===== config.mk =====
export PLATFORM = sky130hd
export DESIGN_NAME = sdc_top
export DESIGN_NICKNAME = d
export VERILOG_FILES = /design/src/verilog/sdc_decode.v /design/src/verilog/sdc_limit_chk.v /design/src/verilog/sdc_top.v
export VERILOG_INCLUDE_DIRS = /design/src /design/src/verilog
export SDC_FILE = /design/constraint.sdc
export NUM_CORES = 1
export LEC_CHECK = 0
export BUFFER_PORTS_ARGS = -buffer_cell sky130_fd_sc_hd__buf_2
export CAP_MARGIN = 30
export CORE_MARGIN = 1.5
export CORE_UTILIZATION = 40
export CTS_BUF_LIST = sky130_fd_sc_hd__clkbuf_4 sky130_fd_sc_hd__clkbuf_8
export DETAILED_ROUTE_END_ITERATION = 10
export GPL_ROUTABILITY_DRIVEN = 0
export HOLD_SLACK_MARGIN = 0.08
export PLACE_DENSITY = 0.59
export SYNTH_ARGS = -nofsm -noshare
export SYNTH_HDL_FRONTEND = slang
export SYNTH_SLANG_ARGS = --single-unit

===== constraint.sdc =====
create_clock -name pclk -period 4 [get_ports pclk]
set_clock_uncertainty 0.1 [all_clocks]
set_input_delay 0.2 -clock pclk [delete_from_list [all_inputs] [get_ports pclk]]
set_output_delay 0.2 -clock pclk [all_outputs]
set_load 0.05 [all_outputs]

===== src/verilog/sdc_map.vh =====
`ifndef SDC_MAP_VH
`define SDC_MAP_VH

// =====================================================================
// register byte offsets
`define SDC_REG_DESC_LO   8'h00
`define SDC_REG_DESC_HI   8'h04
`define SDC_REG_OFFSET    8'h08
`define SDC_REG_CTRL      8'h0C
`define SDC_REG_STATUS    8'h10
`define SDC_REG_BASE      8'h14
`define SDC_REG_LIMIT     8'h18
`define SDC_REG_ATTR      8'h1C

// =====================================================================
// second doubleword field positions
`define SDC_HI_TOUCHED    8
`define SDC_HI_PERMIT     9
`define SDC_HI_DIRCONF    10
`define SDC_HI_CODE       11
`define SDC_HI_CLASS      12
`define SDC_HI_DPL_LO     13
`define SDC_HI_DPL_HI     14
`define SDC_HI_PRESENT    15
`define SDC_HI_LIM_LO     16
`define SDC_HI_LIM_HI     19
`define SDC_HI_WIDE       21
`define SDC_HI_DSIZE      22
`define SDC_HI_SCALE      23

// =====================================================================
// control bits
`define SDC_CTRL_LOAD     0
`define SDC_CTRL_STACK    1
`define SDC_CTRL_LONG     2
`define SDC_CTRL_MEMWR    3
`define SDC_CTRL_PFX_OP   4
`define SDC_CTRL_PFX_AD   5

// =====================================================================
// status bits
`define SDC_ST_LIMIT      0
`define SDC_ST_GP         1
`define SDC_ST_ABSENT     2
`define SDC_ST_LOADED     3

// =====================================================================
// reset values and bounds
`define SDC_RST_WORD      32'h0000_0000
`define SDC_BOUND_SMALL   32'h0000_FFFF
`define SDC_BOUND_BIG     32'hFFFF_FFFF
`define SDC_SCALE_FILL    12'hFFF

`endif


===== src/verilog/sdc_decode.v =====
`timescale 1ns/1ps
`default_nettype none
`include "sdc_map.vh"

module sdc_decode
(
    input  wire [31:0] desc_lo,      // first doubleword
    input  wire [31:0] desc_hi,      // second doubleword
    input  wire        long_mode,    // long mode active
    output wire [31:0] base,         // joined base address
    output wire [19:0] limit,        // joined raw limit
    output wire        scale,        // limit in 4 KByte units
    output wire        system,       // system descriptor
    output wire        code,         // code segment
    output wire        touched,      // accessed bit
    output wire        permit,       // write or read permit
    output wire        dir_conf,     // expand-down or conforming
    output wire [1:0]  segment_privilege_level,          // segment privilege level
    output wire        present,      // presence flag
    output wire        dsize,        // default size flag
    output wire        wide          // native 64-bit code
);

    // =================================================================
    // field extraction; bit 20 is left for system software
    assign limit    = {desc_hi[`SDC_HI_LIM_HI:`SDC_HI_LIM_LO],
                       desc_lo[15:0]};
    assign base     = {desc_hi[31:24], desc_hi[7:0],
                       desc_lo[31:16]};
    assign scale    = desc_hi[`SDC_HI_SCALE];
    assign system   = ~desc_hi[`SDC_HI_CLASS];
    assign code     = desc_hi[`SDC_HI_CLASS]
                    & desc_hi[`SDC_HI_CODE];
    assign touched  = desc_hi[`SDC_HI_TOUCHED];
    assign permit   = desc_hi[`SDC_HI_PERMIT];
    assign dir_conf = desc_hi[`SDC_HI_DIRCONF];
    assign segment_privilege_level      = desc_hi[`SDC_HI_DPL_HI:`SDC_HI_DPL_LO];
    assign present  = desc_hi[`SDC_HI_PRESENT];
    assign dsize    = desc_hi[`SDC_HI_DSIZE];
    // outside long mode or for data the bit is reserved and ignored
    assign wide     = long_mode & code & desc_hi[`SDC_HI_WIDE];

endmodule // sdc_decode

`default_nettype wire


===== src/verilog/sdc_limit_chk.v =====
`timescale 1ns/1ps
`default_nettype none
`include "sdc_map.vh"

module sdc_limit_chk
(
    input  wire [31:0] offset,       // offset under test
    input  wire [19:0] limit,        // raw 20-bit limit
    input  wire        scale,        // limit in 4 KByte units
    input  wire        expand_down,  // expand-down data segment
    input  wire        dsize,        // upper bound select
    output wire [31:0] byte_limit,   // scaled limit in bytes
    output wire        fault         // offset outside segment
);

    // =================================================================
    // purely combinational so a fault shows in the presenting cycle
    wire [31:0] upper;
    wire        above;
    wire        below;

    assign byte_limit = scale ? {limit, `SDC_SCALE_FILL}
                              : {12'h000, limit};
    // with scaling the low twelve offset bits take no part
    assign above = scale ? (offset[31:12] > limit)
                         : (offset > byte_limit);
    assign below = scale ? (offset[31:12] < limit)
                         : (offset < byte_limit);
    assign upper = dsize ? `SDC_BOUND_BIG : `SDC_BOUND_SMALL;
    assign fault = expand_down ? (below | (offset > upper))
                               : above;

endmodule // sdc_limit_chk

`default_nettype wire


===== src/verilog/sdc_top.v =====
// What this block does
// - join both limit parts into 20 bits
// - scale flag picks byte or 4 KByte units
// - scaled checks ignore low twelve offset bits
// - expand-up: offset above limit faults
// - expand-down: offset below limit faults
// - default size picks expand-down upper bound
// - join three base parts into 32 bits
// - class flag clear means system descriptor
// - type bit 11 selects code or data
// - data type bits: touched, write, direction
// - code type bits: touched, read, conforming
// - two-bit privilege level, zero most privileged
// - absent segment load raises absent fault
// - code default size picks 32/16 bit, prefixes override
// - stack default size picks stack pointer width
// - long mode wide flag selects 64-bit code
// - bit 20 ignored by hardware
// - load sets touched bit if memory writable
// - stack load of read-only data faults
`timescale 1ns/1ps
`default_nettype none
`include "sdc_map.vh"

module sdc_top
#(
    parameter AW = 8                 // apb address width
)
(
    input  wire          pclk,       // bus clock
    input  wire          presetn,    // async reset, low
    input  wire          psel,       // apb select
    input  wire          penable,    // apb enable
    input  wire          pwrite,     // apb direction
    input  wire [AW-1:0] paddr,      // apb byte address
    input  wire [31:0]   pwdata,     // apb write data
    output reg  [31:0]   prdata,     // apb read data
    output reg           pready,     // apb ready
    output reg           pslverr,    // apb error
    output reg           limit_fault_ff,  // offset check fault
    output reg           gp_fault_ff,     // sticky protection fault
    output reg           absent_fault_ff  // sticky absent fault
);

    // =================================================================
    // address decode, shared by read and write paths
    function mapped;
        input [AW-1:0] a;
        begin
            case (a[7:0])
                `SDC_REG_DESC_LO,
                `SDC_REG_DESC_HI,
                `SDC_REG_OFFSET,
                `SDC_REG_CTRL,
                `SDC_REG_STATUS,
                `SDC_REG_BASE,
                `SDC_REG_LIMIT,
                `SDC_REG_ATTR: mapped = 1'b1;
                default:       mapped = 1'b0;
            endcase
        end
    endfunction

    // =================================================================
    // state
    reg [31:0] desc_lo_ff;
    reg [31:0] desc_hi_ff;
    reg [31:0] offset_ff;
    reg [5:1]  ctrl_ff;
    reg [31:0] cache_lo_ff;
    reg [31:0] cache_hi_ff;
    reg        cache_stack_ff;
    reg        cache_valid_ff;
    reg        loaded_ff;

    reg [31:0] nxt_prdata;
    reg [31:0] nxt_desc_hi;
    reg        nxt_gp;
    reg        nxt_absent;
    reg        nxt_loaded;

    wire setup  = psel & ~penable;
    wire access = psel & penable & pready;
    wire wr_acc = access & pwrite & ~pslverr;
    wire ok_adr = mapped(paddr) & (paddr[1:0] == 2'b00);

    // =================================================================
    // live decode of the descriptor staged for a load
    wire [31:0] l_base;
    wire [19:0] l_limit;
    wire        l_scale;
    wire        l_system;
    wire        l_code;
    wire        l_touched;
    wire        l_permit;
    wire        l_dirconf;
    wire [1:0]  l_dpl;
    wire        l_present;
    wire        l_dsize;
    wire        l_wide;

    sdc_decode u_live
    (
        .desc_lo  (desc_lo_ff),
        .desc_hi  (desc_hi_ff),
        .long_mode(ctrl_ff[`SDC_CTRL_LONG]),
        .base     (l_base),
        .limit    (l_limit),
        .scale    (l_scale),
        .system   (l_system),
        .code     (l_code),
        .touched  (l_touched),
        .permit   (l_permit),
        .dir_conf (l_dirconf),
        .segment_privilege_level      (l_dpl),
        .present  (l_present),
        .dsize    (l_dsize),
        .wide     (l_wide)
    );

    // =================================================================
    // decode of the loaded (hidden) segment copy
    wire [31:0] c_base;
    wire [19:0] c_limit;
    wire        c_scale;
    wire        c_system;
    wire        c_code;
    wire        c_touched;
    wire        c_permit;
    wire        c_dirconf;
    wire [1:0]  c_dpl;
    wire        c_present;
    wire        c_dsize;
    wire        c_wide;

    sdc_decode u_cache
    (
        .desc_lo  (cache_lo_ff),
        .desc_hi  (cache_hi_ff),
        .long_mode(ctrl_ff[`SDC_CTRL_LONG]),
        .base     (c_base),
        .limit    (c_limit),
        .scale    (c_scale),
        .system   (c_system),
        .code     (c_code),
        .touched  (c_touched),
        .permit   (c_permit),
        .dir_conf (c_dirconf),
        .segment_privilege_level      (c_dpl),
        .present  (c_present),
        .dsize    (c_dsize),
        .wide     (c_wide)
    );

    // =================================================================
    // offset check against the loaded segment
    wire [31:0] byte_limit;
    wire        chk_fault;
    wire        c_expdown = ~c_system & ~c_code & c_dirconf;

    sdc_limit_chk u_chk
    (
        .offset     (offset_ff),
        .limit      (c_limit),
        .scale      (c_scale),
        .expand_down(c_expdown),
        .dsize      (c_dsize),
        .byte_limit (byte_limit),
        .fault      (chk_fault)
    );

    // =================================================================
    // operating size view of the loaded segment
    // wide code ignores the default size flag and both prefixes
    wire code32  = c_code & c_dsize & ~c_wide;
    wire addr32  = code32 ^ (c_code & ~c_wide
                 & ctrl_ff[`SDC_CTRL_PFX_AD]);
    wire op32    = code32 ^ (c_code & ~c_wide
                 & ctrl_ff[`SDC_CTRL_PFX_OP]);
    wire stack32 = cache_stack_ff & c_dsize;

    wire [31:0] attr = {18'h0_0000, c_scale, stack32, op32, addr32,
                        c_wide, c_dsize, c_dpl, c_present, c_dirconf,
                        c_permit, c_touched, c_code, c_system};

    wire [31:0] status = {28'h000_0000, loaded_ff, absent_fault_ff,
                          gp_fault_ff, limit_fault_ff};

    // =================================================================
    // segment load request
    wire load_req = wr_acc & (paddr[7:0] == `SDC_REG_CTRL)
                  & pwdata[`SDC_CTRL_LOAD];
    wire ld_stack = pwdata[`SDC_CTRL_STACK];
    wire ld_memwr = pwdata[`SDC_CTRL_MEMWR];
    // a stack needs a writable data segment
    wire ld_gp    = ld_stack & (l_system | l_code | ~l_permit);
    wire ld_ok    = load_req & l_present & ~ld_gp;
    wire st_clr   = wr_acc & (paddr[7:0] == `SDC_REG_STATUS);

    always @*
    begin
        nxt_desc_hi = desc_hi_ff;
        if (wr_acc && paddr[7:0] == `SDC_REG_DESC_HI)
            nxt_desc_hi = pwdata;
        // ro memory keeps its copy; setting it there would never stick
        if (ld_ok && ld_memwr)
            nxt_desc_hi[`SDC_HI_TOUCHED] = 1'b1;
    end

    // set wins over a write-one clear in the same cycle
    always @*
    begin
        nxt_absent = absent_fault_ff;
        nxt_gp     = gp_fault_ff;
        nxt_loaded = loaded_ff;
        if (st_clr)
        begin
            nxt_absent = absent_fault_ff & ~pwdata[`SDC_ST_ABSENT];
            nxt_gp     = gp_fault_ff & ~pwdata[`SDC_ST_GP];
            nxt_loaded = loaded_ff & ~pwdata[`SDC_ST_LOADED];
        end
        if (load_req && !l_present)
            nxt_absent = 1'b1;
        if (load_req && l_present && ld_gp)
            nxt_gp = 1'b1;
        if (ld_ok)
            nxt_loaded = 1'b1;
    end

    // =================================================================
    // read mux, evaluated in the setup cycle
    always @*
    begin
        case (paddr[7:0])
            `SDC_REG_DESC_LO: nxt_prdata = desc_lo_ff;
            `SDC_REG_DESC_HI: nxt_prdata = desc_hi_ff;
            `SDC_REG_OFFSET:  nxt_prdata = offset_ff;
            `SDC_REG_CTRL:    nxt_prdata = {26'h000_0000, ctrl_ff, 1'b0};
            `SDC_REG_STATUS:  nxt_prdata = status;
            `SDC_REG_BASE:    nxt_prdata = c_base;
            `SDC_REG_LIMIT:   nxt_prdata = byte_limit;
            `SDC_REG_ATTR:    nxt_prdata = attr;
            default:          nxt_prdata = `SDC_RST_WORD;
        endcase
    end

    // =================================================================
    // apb slave: one wait-free access cycle after setup
    always @(posedge pclk or negedge presetn)
    begin
        if (!presetn)
        begin
            prdata  <= `SDC_RST_WORD;
            pready  <= 1'b0;
            pslverr <= 1'b0;
        end
        else
        begin
            pready  <= setup;
            pslverr <= setup & ~ok_adr;
            if (setup && !pwrite && ok_adr)
                prdata <= nxt_prdata;
            else if (setup)
                prdata <= `SDC_RST_WORD;
        end
    end

    // =================================================================
    // registers and hidden segment copy
    always @(posedge pclk or negedge presetn)
    begin
        if (!presetn)
        begin
            desc_lo_ff      <= `SDC_RST_WORD;
            desc_hi_ff      <= `SDC_RST_WORD;
            offset_ff       <= `SDC_RST_WORD;
            ctrl_ff         <= 5'h00;
            cache_lo_ff     <= `SDC_RST_WORD;
            cache_hi_ff     <= `SDC_RST_WORD;
            cache_stack_ff  <= 1'b0;
            cache_valid_ff  <= 1'b0;
            loaded_ff       <= 1'b0;
            gp_fault_ff     <= 1'b0;
            absent_fault_ff <= 1'b0;
            limit_fault_ff  <= 1'b0;
        end
        else
        begin
            if (wr_acc && paddr[7:0] == `SDC_REG_DESC_LO)
                desc_lo_ff <= pwdata;
            if (wr_acc && paddr[7:0] == `SDC_REG_OFFSET)
                offset_ff <= pwdata;
            if (wr_acc && paddr[7:0] == `SDC_REG_CTRL)
                ctrl_ff <= pwdata[5:1];
            desc_hi_ff <= nxt_desc_hi;
            if (ld_ok)
            begin
                cache_lo_ff    <= desc_lo_ff;
                cache_hi_ff    <= nxt_desc_hi;
                cache_stack_ff <= ld_stack;
                cache_valid_ff <= 1'b1;
            end
            loaded_ff       <= nxt_loaded;
            gp_fault_ff     <= nxt_gp;
            absent_fault_ff <= nxt_absent;
            limit_fault_ff  <= chk_fault & cache_valid_ff;
        end
    end

endmodule // sdc_top

`default_nettype wire


==> impl_metrics.ini, run 1 <==
[run_status]
outcome = finished clean

[logic_synthesis]
synthFlopType = dfrtp_1
ys_seq_area_frac = 0.466
syn_area_um2 = 10900
ys_warn_count = 0
synthArstFlopShare = 1.00
synth_edf_count = 0
ys_top_cells_by_area = dfrtp_1 (47%), mux2_2 (13%), ha_1 (7.8%)
syn_avg_cell_area_um2 = 11.9
postSynthCellCount = 922
synth.ff_latch_count = 204
syn-num-nets = 1035
yosys-top-cells-count = dfrtp_1 (204), mux2_2 (123), nand2_1 (76)
ys_types = 55
synth.most_common_cell = dfrtp_1
synth_area_leader_cell = dfrtp_1
synth_top_area_frac = 0.466

[worst_setup_path]
startpoint = cache_hi_ff[23]
critical_path.max_fanout = 16
arrival_ps = 3520
path_cells = buf_4, nor2_1, ha_1, nand4_1, nor2_1, a221o_1, a211o_1, a2111oi_2, o221ai_1, a32o_1
cp_num_buf_inv = 1
r2r-start = cache_hi_ff[23]
worstSetupStartpointType = flop
endpoint_kind = flop
cp.required_ps = 4320
slowest_stage = dfrtp_1
cpLargestDelayFamily = compound AO/OA/AOI/OAI gates
slowest_delay_ps = 670
crit_top_cell = nor2_1
critPathKind = flop to flop

[placed_design]
placed_area_um2 = 11700
dp_cells = 1317
hpwlAfterDp_um = 21900
portBuffers = 81

[clocking]
cts_tree = yes
cts_sinks = 204
cts_buffer_depth = 3
cts_buffers = 37
cts_root_buf = clkbuf_8
clock_latency_ps = 540
postCtsSetupRepairBufs = 0
path_clk_slew_ps = 60
htree_levels = 2

[cells_and_area]
nets = 1165
layoutNonFillerInstCount = 1419
final_area_um2 = 12900
areaGrowthSynthToFinish_pct = 17.8
diodes = 0
layout-drive-gt1-share = 0.334

[routing]
drt_iter0_markers = 767
vias = 8053
final_antenna_net_count = 0
post_drt_wl_per_cell_um = 22.1
drt_drc_violations_left = 0
drt-total-wl_um = 31300
drtPass1Iterations = 6
via_per_inst = 5.68

[hold_path]
hold_start = psel
hold_path.class = primary input to flop

[global_routing]
grt_usage = 0.225
grt_pass1_vias = 8113
grt_start_max_net_pins = 123
grt_antenna_before_repair = 0
grt_pass1_wl_um = 49100
grt_overflow = 0

[floorplan]
die_h_um = 168
core_um2 = 26900
pin_count = 82
initial_utilization = 0.407
die_w_um = 168
num_rows = 60
die_area_um2 = 28400

[pwr]
power_density_nw_per_um2 = 336
leakagePower_nw = 6.52
finalPower_w = 0.00433
ir_worst_vdd_uv = 177

[timing]
post-route-period-util = 0.802
slew_headroom = 0.394
worst_pin_slew_ps = 907
fmax_mhz = 312
fin_crit_ps = 3210
slew_violations = 0
rsz0062_at_grt = no
setup_viol = 0
tns_ps = 0
hold_viol = 0
fin_hold_ws_ps = 95.6

[job]
maxCapViolCount = 0
layout make-up:
class / instances / area [µm²]
Inverter: 29 / 109
Fill cell: 2495 / 14000
Clock buffer: 60 / 744
Multi-Input combinational cell: 640 / 5480
Sequential cell: 204 / 5100
Timing Repair Buffer: 140 / 1000
Tap cell: 341 / 427
Clock inverter: 5 / 31.3
metal layers:
layer  global-route usage  routed length (µm)  up-vias  share of wire
met3               0.0355                1530       51          0.049
met5                    0                   0        -              0
met2                0.350               14300      228           0.46
met4               0.0672                 666        0          0.021
li1                     -                   -     3701              -
met1                0.324               14800     4073           0.47
state kept, by name, indices dropped and copies added, names as in the netlist, 5 cells and up, named ones only:
| name | count |
|---|---|
| cache_hi_ff | 31 |
| cache_lo_ff | 32 |
| ctrl_ff | 5 |
| desc_hi_ff | 31 |
| desc_lo_ff | 32 |
| offset_ff | 32 |
| prdata | 32 |
final timing paths:
kind	end	slack [ps]	cells after the start
max	limit_fault_ff	790	10
min	pready	100	4
max reg2reg	limit_fault_ff	790	10
min reg2reg	prdata[17]	370	2
max in group asynchronous	prdata[12]	2770	4
min in group asynchronous	cache_hi_ff[3]	240	3
stage by stage:
step	util	worst slack (ps)
after global placement	0.436	923
after global routing	0.480	552
after CTS	0.479	816
final	0.480	794
after detailed placement	0.437	848
after floorplan	-	871
worst register-to-register path, cell delays in order, from the launching register on:
cell and delay, ps:
dfrtp_1 670, buf_4 310, nor2_1 90, ha_1 330, nand4_1 130, nor2_1 60, a221o_1 310, a211o_1 260
a2111oi_2 410, o221ai_1 150, a32o_1 260
report_power, final:
part	total [W]	internal, W	switching [W]	leakage (nW)
logic	0.000198	0.0000689	0.000129	3.30
clock network	0.00206	0.00118	0.000885	0.414
registers	0.00207	0.00207	0.00000493	2.81
cell families (layout without fill, tap and decap cells):
| group | Yosys count | in the layout | synth area share |
|---|---|---|---|
| flops | 204 | 204 | 0.466 |
| compound gates | 190 | 190 | 0.120 |
| xor+xnor | 2 | 2 | 0.00160 |
| simple gates | 187 | 187 | 0.0832 |
| fa+ha+maj | 68 | 68 | 0.0777 |
| mux | 193 | 193 | 0.217 |
| buf+inv | 78 | 234 | 0.0343 |
cells in the final DEF, fill, tap and decap left out, drive strengths merged, types with 3 or more instances in the layout:
cell type | Yosys | layout
a211oi | 6 | 6
a21o | 5 | 5
a21oi | 43 | 43
a221o | 3 | 3
a221oi | 11 | 11
a222oi | 12 | 12
a22o | 28 | 28
a22oi | 11 | 11
a32oi | 4 | 4
buf | 25 | 103
clkbuf | 24 | 61
clkinv | 0 | 4
dfrtp | 204 | 204
dlygate4sd3 | 0 | 36
ha | 68 | 68
inv | 29 | 29
mux2 | 179 | 179
mux2i | 13 | 13
nand2 | 77 | 77
nand2b | 5 | 5
nand3 | 15 | 15
nand4 | 16 | 16
nor2 | 46 | 46
nor2b | 3 | 3
nor3 | 8 | 8
nor4 | 5 | 5
o211ai | 8 | 8
o21ai | 43 | 43
o221ai | 3 | 3
o22ai | 4 | 4
timing repair:
| action | 4_1_cts | 5_1_grt |
|---|---|---|
| endpoints found under the hold margin | 340 | 0 |
| hold buffers | 36 | 0 |
| resized for setup | 0 | 0 |
Note: power is estimated with default switching activity, not from simulation.
==> run 2, diff against run 1 <==
Settings changed: PLACE_DENSITY 0.59 to 0.61.
Clock period 4 ns to 2.7 ns, I/O delays scaled along.
==> run 2 against run 1 <==
  * The run now ends with setup timing left
  * Die area did not move
  * Non-clock buffer count is 67 higher
  * Critical path depth is the same
  * Power grew 51%
  * Fmax rose by 13%
  * Global-route usage grew 0.84 points
  * Final area is 4.9% higher
  * Via count rose by 3.8%
  * Combinational power increased by 53%
  * Final cell count up 4.4%
  * Clock-buffer cell count fell by 8
==> impl_metrics.ini, run 2 (synthesis results as in run 1) <==
[clocking]
htree_levels = 2
clock_latency_ps = 530
cts_sinks = 204
path_clk_slew_ps = 60
cts_buffer_depth = 3
cts_buffers = 35
cts_root_buf = clkbuf_8
cts_tree = yes

[cells_and_area]
areaGrowthSynthToFinish_pct = 23.5
layout-drive-gt1-share = 0.376
nets = 1230
layout_commonest_cell = dfrtp_1
final_cell_mix = dfrtp_1 (203), mux2_2 (123), buf_2 (80), buf_4 (78), nand2_1 (76)
post-route-util = 0.503
layoutNonFillerInstCount = 1482

[timing]
worst_pin_slew_ps = 888
fin_crit_ps = 2830
setup_viol = 1
slew_headroom = 0.407
fmax_mhz = 353
hold_viol = 0
post-route-period-util = 1.05
timing.final.ws_setup_ps = -132
slew_violations = 0
rsz0062_at_grt = yes

[run_status]
outcome = finished, violations left
violations = setup timing

[global_routing]
grt_pass1_vias = 8413
use_met3 = 0.0454
grt_start_max_net_pins = 73
met1_usage = 0.325
grt_pass1_wl_um = 50300
grt_antenna_before_repair = 1
grt_overflow = 0
grt-busiest-layer = met2
grt_usage = 0.234
use_met2 = 0.364

[worst_setup_path]
endpoint_kind = flop
arrival_ps = 3150
worstSetupStartpointType = flop
cp.required_ps = 3020
critPathKind = flop to flop
critical_path.max_fanout = 5

[floorplan]
core_um2 = 26900
die_h_um = 168
die_area_um2 = 28400
die_w_um = 168
initial_utilization = 0.407
pin_count = 82
num_rows = 60

[routing]
via_per_inst = 5.64
drtPass1Iterations = 5
post_drt_wl_per_cell_um = 22.0
drt_drc_violations_left = 0
vias = 8362
drt-total-wl_um = 32700
final_antenna_net_count = 0
drt_iter0_markers = 644

[pwr]
leakagePower_nw = 6.88
power_density_nw_per_um2 = 483
ir_worst_vdd_uv = 197

[job]
maxCapViolCount = 0

[hold_path]
hold_path.class = primary input to async pin

[placed_design]
hpwlAfterDp_um = 24000
portBuffers = 81
dp_cells = 1381
-- run 2: cell count changes in the layout (fill, tap and decap cells not counted), sizes merged --
| cell | before | now |
|---|---|---|
| bufinv | 0 | 3 |
| clkbuf | 61 | 53 |
| diode | 0 | 1 |
| buf | 103 | 168 |
| dlygate4sd3 | 36 | 38 |
-- run 2: cell type report --
type / count / area (µm²)
diodes: 1 / 2.50
flip-flops and latches: 204 / 5110
repair buffers: 207 / 1550
inverters: 29 / 109
clock buffers: 52 / 666
fillers: 2418 / 13400
multi-input cells: 640 / 5540
clock inverters: 8 / 118
well taps: 341 / 427
-- run 2: repair_timing --
item | 4_1_cts | 5_1_grt
buffers inserted | 1 | 1
pin swaps | 0 | 1
hold endpoints to repair | 309 | 0
gates resized for setup | 8 | 6
endpoints found under the setup margin | 1 | 1
hold buffers | 38 | 0
-- run 2: metal layers --
metal  vias up  wire length [µm]
li1       3833                 -
met1      4189             15100
met4         0               881
met5         -                 0
met2       284             14700
met3        56              2010
-- run 2: report_power, final --
group | leakage, nW | switching (W) | internal (W)
sequential | 2.81 | 0.00000747 | 0.00307
combinational | 3.67 | 0.000193 | 0.000110
clock | 0.411 | 0.00129 | 0.00186
total | 6.88 | 0.00150 | 0.00504
-- run 2: final timing paths --
| check | startpoint | end | slack, ps | cells after the start |
|---|---|---|---|---|
| max | cache_hi_ff[23] | limit_fault_ff | -130 | 10 |
| min | presetn | pready | 80 | 2 |
| max reg2reg | cache_hi_ff[23] | limit_fault_ff | -130 | 10 |
| max in group asynchronous | presetn | desc_lo_ff[8] | 1640 | 3 |
| min reg2reg | prdata[21] | prdata[21] | 370 | 2 |
| min in group pclk | penable | pready | 130 | 4 |
-- run 2: worst max-delay path, cell delays in order, from the launching register on --
cell and delay [ps]:
dfrtp_2 450, buf_6 140, mux2i_1 220, ha_1 280
nand4_1 130, nor2_1 50, a221o_1 320, a211o_1 280
a2111oi_4 330, o221ai_1 170, a32o_1 260
-- run 2: through the flow --
stage,setup TNS [ps],setup WS [ps],power (W),cell area (µm²),hold slack [ps]
finish,-132,-132,0.00653,13500,77.1
global route,-219,-219,0.00674,13500,134
CTS,-95.5,-95.5,0.00660,13500,96.5
detailed placement,-185,-185,0.00339,12300,104
global placement,-108,-108,0.00339,12300,105
floorplan,0,0.459,0.00321,11000,-261
==> run 3, diff against run 2 <==
Settings changed: CORE_UTILIZATION 40 to 25, PLACE_DENSITY 0.61 to 0.43.
==> run 3 against run 2 <==
  * The flow still finishes with violations (setup timing)
  * Critical path depth is 1 higher
  * Utilization is 18 points lower
  * Final area is 3.1% higher
  * Sequential power about the same
  * Via count fell by 1.3%
  * Flip-flop and latch count is the same
  * Global-route usage down 6.6 points
  * Routed wire length grew 13%
  * Power fell by 2.3%
  * Critical endpoint unchanged
==> impl_metrics.ini, run 3 (synthesis results as in run 1) <==
[global_routing]
grt_pass1_wl_um = 56200
grt_overflow = 0
grt_pass1_vias = 8725
grt_usage = 0.168
grt_antenna_before_repair = 0
grt_start_max_net_pins = 73

[hold_path]
hold_path.class = primary input to flop

[worst_setup_path]
crit_end = limit_fault_ff
cp.required_ps = 3030
startpoint = cache_hi_ff[23]
endpoint_kind = flop
worstSetupStartpointType = flop
r2r-start = cache_hi_ff[23]
ff2ff_path_depth = 11
critical_path.max_fanout = 9
critPathKind = flop to flop
rrSetupSlack_ps = -110
r2r-end = limit_fault_ff
arrival_ps = 3140

[timing]
worst_pin_slew_ps = 859
slew_headroom = 0.428
slew_violations = 0
timing.final.ws_setup_ps = -114
tns_ps = -114
fmax_mhz = 355
rsz0062_at_grt = yes
hold_viol = 0
setup_viol = 1
fin_crit_ps = 2810
post-route-period-util = 1.04

[cells_and_area]
layout_commonest_cell = dfrtp_1
nets = 1247
layout-drive-gt1-share = 0.385
areaGrowthSynthToFinish_pct = 27.3
post-route-util = 0.323
final_cell_mix = dfrtp_1 (204), mux2_2 (123), buf_4 (88), buf_2 (80), nand2_1 (76)

[floorplan]
die_w_um = 212
die_h_um = 212
die_area_um2 = 45100
pin_count = 82
initial_utilization = 0.254
core_um2 = 43200
num_rows = 76

[run_status]
violations = setup timing
outcome = finished, violations left

[routing]
via_per_inst = 4.74
drtPass1Iterations = 8
post_drt_wl_per_cell_um = 21.2
drt-total-wl_um = 37000
vias = 8255
drt_iter0_markers = 451
final_antenna_net_count = 0
drt_drc_violations_left = 0

[clocking]
clock_latency_ps = 560
cts_buffers = 39
cts_buffer_depth = 3
cts_root_buf = clkbuf_8
cts_tree = yes
path_clk_slew_ps = 60
cts_sinks = 204
htree_levels = 2

[pwr]
leakagePower_nw = 6.94
power_density_nw_per_um2 = 458
ir_worst_vdd_uv = 217

[placed_design]
hpwlAfterDp_um = 27100
portBuffers = 81

[job]
maxCapViolCount = 0
[run 3: cell types whose count changed in the layout (fill, tap and decap cells not counted), moves of 3 or more]
cell and delta:
buf_4 +10, clkbuf_4 +7, bufinv_16 -3, clkbuf_8 -3
[run 3: through the flow]
step | setup slack [ps] | std cells | hold slack (ps) | total power [W] | area, µm²
after floorplan | 0.459 | 922 | -261 | 0.00321 | 11000
after global placement | -150 | 1636 | 34.8 | 0.00341 | 12700
after detailed placement | -248 | 1636 | 42.4 | 0.00341 | 12700
after CTS | -196 | 1742 | 94.7 | 0.00651 | 13900
after global routing | -234 | 1742 | 136 | 0.00665 | 13900
final | -114 | 1743 | 114 | 0.00639 | 13900
[run 3: layout make-up]
type | count | area, µm²
flip-flops and latches | 204 | 5100
multi-input cells | 640 | 5570
fillers | 4452 | 29200
repair buffers | 220 | 1700
clock inverters | 7 | 41.3
well taps | 585 | 732
diodes | 1 | 2.50
clock buffers | 57 | 691
inverters | 29 | 109
[run 3: how the worst min path moves through the flow]
| stage | from | to | slack [ps] | cells past startpoint |
|---|---|---|---|---|
| CTS | penable | pready | 90 | 4 |
| floorplan | presetn | async pin | -260 | 0 |
| finish | penable | pready | 110 | 4 |
| global route | penable | pready | 140 | 4 |
| global placement | presetn | desc_hi_ff[25] | 30 | 1 |
| detailed placement | presetn | desc_hi_ff[25] | 40 | 1 |
[run 3: layer usage]
layer	global-route usage	part of all wire
met3	0.0223	0.033
met4	0.0536	0.024
met2	0.273	0.47
met1	0.231	0.47
met5	0	0
[run 3: what timing repair did]
item	4_1_cts	5_1_grt
endpoints found under the setup margin	1	1
hold buffers	41	0
resized for setup	14	2
setup buffers	1	0
pin swaps	7	3
hold endpoints to repair	352	0
[run 3: where the power goes]
group / switching [W] / internal, W / total, W
combinational: 0.000205 / 0.000117 / 0.000323
clock: 0.00136 / 0.00163 / 0.00299
sequential: 0.00000679 / 0.00307 / 0.00307
total: 0.00157 / 0.00482 / 0.00639
[run 3: worst max-delay path, cell delays in order (launching register included)]
cell and delay (ps):
dfrtp_1 400, buf_12 160, buf_4 160, nor2_2 130, ha_1 250, nand4_1 140, nor2_1 70, a221o_1 310
a211o_1 290, a2111oi_4 320, o221ai_1 150, a32o_1 250
